$ cat src/shtcp_regs.vh
// Purpose: Constants for the sensor I2C command port.
// Assumes: 250 MHz system clock.
// Notes: Times are given in their own unit, cycle counts derive from them.
`ifndef SHTCP_REGS_VH
`define SHTCP_REGS_VH
`define SHTCP_ADDR_LOW 7'h44
`define SHTCP_ADDR_HIGH 7'h45
`define SHTCP_CLK_MHZ 250
`define SHTCP_RESET_PULSE_US 1
`define SHTCP_RESET_PULSE_CYC (`SHTCP_RESET_PULSE_US * `SHTCP_CLK_MHZ)
`define SHTCP_CMD_GAP_US 1000
`define SHTCP_CMD_GAP_CYC (`SHTCP_CMD_GAP_US * `SHTCP_CLK_MHZ)
`define SHTCP_POWERUP_US 1000
`define SHTCP_POWERUP_CYC (`SHTCP_POWERUP_US * `SHTCP_CLK_MHZ)
`define SHTCP_STRETCH_BIT 11
`define SHTCP_CRC_INIT 8'hff
`define SHTCP_CRC_POLY 8'h31
`endif

$ cat src/shtcp_port.v
// Purpose: I2C target command port of a humidity and temperature sensor.
// Assumes: SCL is far slower than sys_clk, so edges are found by sampling.
// Notes: Command decode beyond framing, checksum and the stretch bit is left to the core.
// Operation
// - Any bus clock rate up to 1000 kHz.
// - Command selects clock stretching usage.
// - Address 0x44 strap low, 0x45 high.
// - Header: address high seven, direction LSB.
// - Alarm output high on alarm condition.
// - Reset pin low at least one microsecond.
// - Commands are 16-bit words with checksum.
// - Each data word followed by checksum byte.
// - Bad checksum byte NACKed, after the command is already issued.
// - Commands accepted only after power-up idle.
// - Transactions framed by start and stop.
// - Idle entered automatically, no user control.
// - Acknowledge after falling edge of eighth bit.
// - Measurement starts at command acknowledge.
// - Lines open-drain, only pulled low.
`timescale 1ns/10ps
`include "shtcp_regs.vh"
module shtcp_port #(
    parameter PU_CYC = `SHTCP_POWERUP_CYC,
    parameter GAP_CYC = `SHTCP_CMD_GAP_CYC,
    parameter RST_CYC = `SHTCP_RESET_PULSE_CYC
) (
    // Clock and reset
    input wire sys_clk,
    input wire rst_n,
    // Bus pins
    input wire sclIn,
    output reg sclOut,
    output reg sclOe,
    input wire sdaIn,
    output reg sdaOut,
    output reg sdaOe,
    // Strap, external reset and alarm
    input wire busIdStrap,
    input wire external_reset_low_in,
    input wire alarmCond,
    output reg alertOut,
    // Core side
    input wire measBusy,
    output reg [15:0] cmdWord,
    output reg cmdStrobe,
    output reg stretchSel,
    output reg idleOut
);
    localparam ST_IDLE = 5'h01;
    localparam ST_BYTE = 5'h02;
    localparam ST_ACK = 5'h04;
    localparam ST_SKIP = 5'h08;
    localparam ST_WAIT = 5'h10;

    // CRC-8 step over one byte, also used on the command word's halves.
    function [7:0] crc8;
        input [7:0] crcIn;
        input [7:0] dat;
        integer i;
        reg [7:0] c;
        begin
            c = crcIn ^ dat;
            for (i = 0; i < 8; i = i + 1) begin
                c = c[7] ? ((c << 1) ^ `SHTCP_CRC_POLY) : (c << 1);
            end
            crc8 = c;
        end
    endfunction

    reg rstS1_q, rstS2_q;
    always @(posedge sys_clk or negedge rst_n) begin
        if (!rst_n) begin
            rstS1_q <= 1'b0;
            rstS2_q <= 1'b0;
        end else begin
            rstS1_q <= 1'b1;
            rstS2_q <= rstS1_q;
        end
    end

    // Two-flop synchronisers on every pin input.
    reg [4:0] syA_q, syB_q;
    reg sclP_q, sdaP_q;
    always @(posedge sys_clk or negedge rstS2_q) begin
        if (!rstS2_q) begin
            // Alarm rests low and the other pins rest high, so no false edge follows reset.
            syA_q <= 5'h0f;
            syB_q <= 5'h0f;
            sclP_q <= 1'b1;
            sdaP_q <= 1'b1;
        end else begin
            syA_q <= {alarmCond, external_reset_low_in, busIdStrap, sdaIn, sclIn};
            syB_q <= syA_q;
            sclP_q <= syB_q[0];
            sdaP_q <= syB_q[1];
        end
    end
    wire scl = syB_q[0];
    wire sda = syB_q[1];
    wire strap = syB_q[2];
    wire extRstN = syB_q[3];
    wire sclRise = scl & ~sclP_q;
    wire sclFall = ~scl & sclP_q;
    wire startCond = scl & sclP_q & sdaP_q & ~sda;
    wire stopCond = scl & sclP_q & ~sdaP_q & sda;

    reg [31:0] rstCnt_q;
    reg softRst_q;
    reg [31:0] puCnt_q;
    reg ready_q;
    reg [31:0] gapCnt_q;
    reg [4:0] st_q;
    reg [3:0] bitCnt_q;
    reg [7:0] sh_q;
    reg [1:0] byteIdx_q;
    reg [6:0] myAddr_q;
    reg ackOk_q;
    reg [7:0] crc_q;
    reg [15:0] cmd_q;

    // Acknowledge decision for the byte just completed, settled before the line is touched.
    wire hdrMatch = ready_q && sh_q[7:1] == myAddr_q && !sh_q[0];
    wire gapOver = gapCnt_q == 32'h0;
    wire crcMatch = crc8(crc_q, cmd_q[7:0]) == sh_q;
    wire ackNow = (byteIdx_q == 2'h0) ? hdrMatch : (byteIdx_q == 2'h1) ? gapOver : (byteIdx_q == 2'h2) | crcMatch;

    always @(posedge sys_clk or negedge rstS2_q) begin
        if (!rstS2_q) begin
            rstCnt_q <= 32'h0;
            softRst_q <= 1'b0;
        end else if (!extRstN) begin
            if (rstCnt_q < RST_CYC - 1)
                rstCnt_q <= rstCnt_q + 32'h1;
            else
                softRst_q <= 1'b1;
        end else begin
            rstCnt_q <= 32'h0;
            softRst_q <= 1'b0;
        end
    end

    always @(posedge sys_clk or negedge rstS2_q) begin
        if (!rstS2_q) begin
            puCnt_q <= 32'h0;
            ready_q <= 1'b0;
            gapCnt_q <= 32'h0;
            st_q <= ST_IDLE;
            bitCnt_q <= 4'h0;
            sh_q <= 8'h0;
            byteIdx_q <= 2'h0;
            myAddr_q <= `SHTCP_ADDR_LOW;
            ackOk_q <= 1'b0;
            crc_q <= `SHTCP_CRC_INIT;
            cmd_q <= 16'h0;
            sdaOut <= 1'b0;
            sdaOe <= 1'b0;
            sclOut <= 1'b0;
            sclOe <= 1'b0;
            alertOut <= 1'b0;
            cmdWord <= 16'h0;
            cmdStrobe <= 1'b0;
            stretchSel <= 1'b0;
            idleOut <= 1'b0;
        end else if (softRst_q) begin
            puCnt_q <= 32'h0;
            ready_q <= 1'b0;
            st_q <= ST_IDLE;
            sdaOe <= 1'b0;
            sclOe <= 1'b0;
            cmdStrobe <= 1'b0;
            idleOut <= 1'b0;
            alertOut <= syB_q[4];
        end else begin
            cmdStrobe <= 1'b0;
            sdaOut <= 1'b0;
            sclOut <= 1'b0;
            sclOe <= 1'b0; // Stretching is done by the readout path, not here.
            alertOut <= syB_q[4];
            if (!ready_q) begin
                if (puCnt_q < PU_CYC - 1)
                    puCnt_q <= puCnt_q + 32'h1;
                else
                    ready_q <= 1'b1;
            end
            if (gapCnt_q != 32'h0)
                gapCnt_q <= gapCnt_q - 32'h1;
            idleOut <= ready_q & (st_q == ST_IDLE) & ~measBusy;
            if (startCond) begin
                st_q <= ST_BYTE;
                bitCnt_q <= 4'h0;
                byteIdx_q <= 2'h0;
                sdaOe <= 1'b0;
                myAddr_q <= strap ? `SHTCP_ADDR_HIGH : `SHTCP_ADDR_LOW;
            end else if (stopCond) begin
                st_q <= ST_IDLE;
                sdaOe <= 1'b0;
            end else begin
                case (st_q)
                    ST_IDLE: begin
                        sdaOe <= 1'b0;
                    end
                    ST_BYTE: begin
                        if (sclRise) begin
                            sh_q <= {sh_q[6:0], sda};
                            bitCnt_q <= bitCnt_q + 4'h1;
                        end else if (sclFall && bitCnt_q == 4'h8) begin
                            // Eighth bit complete. Counting to eight keeps the fall after a start from acting.
                            bitCnt_q <= 4'h0;
                            ackOk_q <= ackNow;
                            sdaOe <= ackNow;
                            if (byteIdx_q == 2'h1) begin
                                cmd_q[15:8] <= sh_q;
                                crc_q <= crc8(`SHTCP_CRC_INIT, sh_q);
                            end
                            if (byteIdx_q == 2'h2)
                                cmd_q[7:0] <= sh_q;
                            if (byteIdx_q == 2'h0 && !ackNow)
                                st_q <= ST_SKIP;
                            else
                                st_q <= ST_ACK;
                        end
                    end
                    ST_ACK: begin
                        if (!ackOk_q)
                            sdaOe <= 1'b0;
                        if (sclFall) begin
                            sdaOe <= 1'b0;
                            if (byteIdx_q == 2'h2 && ackOk_q) begin
                                // Command acknowledged: start the core now.
                                cmdWord <= cmd_q;
                                cmdStrobe <= 1'b1;
                                stretchSel <= cmd_q[`SHTCP_STRETCH_BIT];
                                gapCnt_q <= GAP_CYC;
                            end
                            if (byteIdx_q == 2'h3)
                                st_q <= ST_WAIT;
                            else begin
                                st_q <= ackOk_q ? ST_BYTE : ST_SKIP;
                                byteIdx_q <= byteIdx_q + 2'h1;
                            end
                        end
                    end
                    ST_SKIP: begin
                        sdaOe <= 1'b0;
                    end
                    ST_WAIT: begin
                        sdaOe <= 1'b0;
                    end
                    default: begin
                        st_q <= ST_IDLE;
                    end
                endcase
            end
        end
    end
endmodule // shtcp_port

$ cat config.mk
export PLATFORM = sky130hd
export DESIGN_NAME = shtcp_port
export DESIGN_NICKNAME = d
export VERILOG_FILES = /design/src/shtcp_port.v
export VERILOG_INCLUDE_DIRS = /design/src
export SDC_FILE = /design/constraint.sdc
export NUM_CORES = 1
export LEC_CHECK = 0
export BUFFER_PORTS_ARGS = -buffer_cell sky130_fd_sc_hd__clkbuf_2
export CELL_PAD_IN_SITES_DETAIL_PLACEMENT = 2
export CELL_PAD_IN_SITES_GLOBAL_PLACEMENT = 2
export CORE_UTILIZATION = 42
export CTS_CLUSTER_DIAMETER = 80
export DETAILED_ROUTE_END_ITERATION = 12
export HOLD_SLACK_MARGIN = 0.08
export PLACE_DENSITY_LB_ADDON = 0.08
export SLEW_MARGIN = 10
export SYNTH_ARGS = -nofsm -noshare
export SYNTH_HDL_FRONTEND = slang
export SYNTH_SLANG_ARGS = --single-unit
$ cat constraint.sdc
create_clock -name sys_clk -period 5.8 [get_ports sys_clk]
set_input_delay 0 -clock sys_clk [delete_from_list [all_inputs] [get_ports sys_clk]]
set_output_delay 0 -clock sys_clk [all_outputs]
set_load 0.02 [all_outputs]
==> impl.org <==
** Timing
- For the final routed database, the setup TNS stands at 0 ns.
- For the pin with the worst max-slew slack, the measured transition is 0.905 ns.
- In the post-route analysis, the smallest setup slack over all paths is 2.96 ns.
- Final Slew Violations :: 0
- The routed design could run at a clock period as short as 2.84 ns.
- Maximum clock frequency :: 352 MHz
- Clock skew after layout :: 0.0111 ns
- Tcrit/Tclk final :: 49.0%
- Setup repair after global routing left no endpoint under its margin.
- Hold Slack :: 0.194 ns
- Remaining max-slew budget at the tightest pin :: 39.5%
- The final count of hold timing violations is 0.
- Setup violations remaining at the end of the flow were counted as 0.

** Synth
- Number of synthesized flops with an enable pin :: 0
- In the synthesized netlist the async set-or-reset flop fraction comes to 100%.
- Synthesis produced 720 cells.
- Synth Area per Inst :: 11.1 µm²
- Of the total synthesized cell area, the portion taken by XOR and XNOR cells is 9.19%.
- Count of state elements after synthesis :: 177
- Simple-gate portion of the synthesized area :: 19.6%
- In the synthesized netlist the dominant register cell turns out to be dfrtp_1.
- Number of synthesis warnings :: 0
- Area of the mapped netlist :: 7990 µm²
- Summing the areas of all fa, ha and maj instances in the mapped netlist gives 1.57% of the synthesized area.
- Dominant combinational cell family by area after synthesis :: simple AND/OR/NAND/NOR gates
- The synthesized netlist devotes 4.93% of its cell area to compound gates.
- Sequential area share after synthesis :: 55.7%
- Count of unique library cells instantiated by Yosys :: 59
- Of the post-synthesis cell area, the part taken by muxes is 6.45%.

** Global routing
- Initial antenna violation count :: 0
- Entering global routing, the biggest net connects 65 pins.
- The number of global-route vias before repair came to 6216.
- Global routing finished with a remaining overflow of 0.
- The first global-routing pass estimated 32.1 mm of wire.
- For this run, the total global-route usage over all layers was measured as 20.8%.

** Worst setup path
- Worst path arrival time :: 3.17 ns
- By startpoint and endpoint, the worst setup path is classified as reg2reg.
- Critical path cell sequence :: or4_1, nor3_1, and4b_1, nor2b_2, nor4_1, a2111oi_0, o32ai_1
- Highest-delay cell along the critical path :: or4_1
- In this run the critical register-to-register path is launched from gapCnt_q[24].
- Kind of end point of the critical path :: flop
- Worst setup startpoint :: gapCnt_q[24]
- Slowest cell delay on critical path :: 0.66 ns
- STA classifies the critical path startpoint as a flop.
- Required time of the critical path :: 6.13 ns
- Largest fanout on the critical path :: 8

** Power and ir drop
- Total design power :: 2.51 mW
- Static leakage :: 4.38 nW
- VDD IR max :: 201 µV
- Power density relative to cell area :: 278 nW/µm²

** Placement
- The congestion estimate from routability-driven global placement came to 0.764.
- Timing analysis after detailed placement gives a worst setup slack of 2.95 ns.
- After legalization and detailed placement, the total HPWL measured 12.5 mm.
- Including well taps, the total number of placed cells is 955.
- PortBufs :: 28
- After detailed placement, the total cell area comes to 8310 µm².

** Hold path
- Worst min-delay path category :: in2reg
- Critical hold path startpoint :: external_reset_low_in

** Layout
- End-of-flow core utilization :: 48.4%
- The repair_antennas step left the layout with diodes totalling 0.
- Final cell count without fillers :: 995
- Layout cell share with drive strength beyond 1 :: 17.6%
- After routing the design area is 9010 µm².
- Area grow syn2layout :: 12.9%
- The net count of the finished layout is 766.

** Detailed routing
- Dividing the detail-routed wire length by the instance count gives 18.7 µm.
- The first TritonRoute pass finished after 4 iterations.
- For this block, the via count after detailed routing is 5456.
- Post-detailed-route count of antenna-violating nets :: 0
- Dividing the detail-routed via count by the number of cells gives 5.48.
- Final routed wirelength across all metal layers :: 18.6 mm
- DRC violations left :: 0
- DR iter-0 viols :: 202

** Floorplanning
- Die Outline Area :: 19600 µm²
- Number of rows in the core area :: 50
- IO Pins :: 32
- The core region is 18600 µm².
- From bottom edge to top edge, the die measures 140 µm.
- In this run the horizontal extent of the chip is 140 µm.
- Initial Util :: 42.8%

** Flow run
- Across the run, the number of max-cap violations was 0.

** Clock tree
- Num Clock Sinks :: 177
- Counting along the longest clock path gives a buffer depth of 2.
- TritonCTS built the clock tree.
- After clock tree synthesis, the clock-pin slew on the worst setup and hold paths is 0.08 ns.
- TritonCTS Buffers :: 17
- The clock reaches the later pin of the worst-skew pair after 0.44 ns.
- Number of levels the H-tree was split into :: 4
- Buffers added to address setup during post-CTS repair amount to 0.
- Clock root buffer :: clkbuf_16

** Status
- Status :: finished clean
## Yosys cell counts, types with 16 or more instances
master      n  area share (%)
xnor2_1    35             3.8
nand3_1    23             1.4
nand2_1    49             2.3
mux2_2     44             6.2
o21ai_0    23             1.4
xor2_1     41             4.5
nor3_1     21             1.3
clkbuf_1   25             1.2
a21oi_1    18             1.1
nor2_1     70             3.3
nor2b_1    45             3.5
and3_1     20             1.6
dfstp_2    19             6.3
nor4_1     16             1.3
dfrtp_1   158              49
## cells in the final DEF (no fill, tap or decap), types with 3 or more instances in the layout
master,count
inv_8,3
inv_1,12
nor4b_1,4
o32ai_1,3
a21oi_1,18
xnor2_1,35
and4_1,4
clkbuf_16,17
dfrtp_1,157
dlygate4sd3_1,8
dfstp_2,19
xor2_1,41
clkbuf_2,28
and2_1,6
mux2_2,44
inv_6,4
a31oi_1,3
nor4_1,16
buf_4,3
nand2_1,49
nand3_1,23
conb_1,4
ha_1,10
nor2b_1,45
nand4_1,10
and3_1,20
nor3_1,21
nor2_1,70
nor3b_1,3
or3_1,7
o21ai_0,23
nand3b_1,3
or4_1,3
clkinv_8,5
## final timing paths
kind	end	slack (ns)	cells after the start
min	syA_q[3]	0.19	2
max reg2reg	ackOk_q	2.96	7
min in group asynchronous	alertOut	0.42	0
min reg2reg	syB_q[4]	0.35	0
max in group asynchronous	gapCnt_q[19]	4.06	1
max	ackOk_q	2.96	7
## state kept, by name, indices dropped and copies added (netlist names), 2 cells and up
| signal | flops |
|---|---|
| syA_q | 5 |
| byteIdx_q | 2 |
| syB_q | 5 |
| crc_q | 8 |
| rstCnt_q | 32 |
| cmdWord | 16 |
| st_q | 5 |
| sh_q | 8 |
| gapCnt_q | 32 |
| bitCnt_q | 4 |
| cmd_q | 16 |
| puCnt_q | 32 |
## where the power goes
group          total [mW]  internal (mW)  switching, mW
registers            1.27           1.25         0.0202
logic              0.0514         0.0175         0.0339
clock network        1.19          0.624          0.567
## worst max-delay path: cells and delay by family (launching register included)
kind            cells  cell delay, ns
compound gates      2            0.39
simple gates        5            1.91
flops               1            0.45
## kinds of logic (layout without fill, tap and decap cells)
kind of cell	Yosys count	after routing
AND/OR/NAND/NOR	296	296
flip-flops	177	177
XOR/XNOR	79	79
AO/OA/AOI/OAI	65	65
multiplexers	46	46
buffers and inverters	45	84
adder cells (fa/ha/maj)	10	10
other	2	4
## layout make-up
type / instances / area [µm²]
clock buffer: 17 / 425
clock inverter: 15 / 195
fill: 1898 / 9630
inverter: 13 / 48.8
multi-input combinational: 500 / 3350
sequential: 177 / 4460
tap: 234 / 293
timing repair buffer: 39 / 243
## routing by layer
metal	global-route usage, %	share of wire, %
met5	0	0
met4	5.96	1.1
met1	25.5	45
met3	3.86	1.8
met2	37.3	52
## what timing repair did
item                                   in CTS  in global routing
setup endpoints to repair                   0                  0
hold buffers                                8                  0
gates resized for setup                     0                  0
endpoints found under the hold margin       8                  0
No activity file was read; power rests on OpenSTA's default activity.
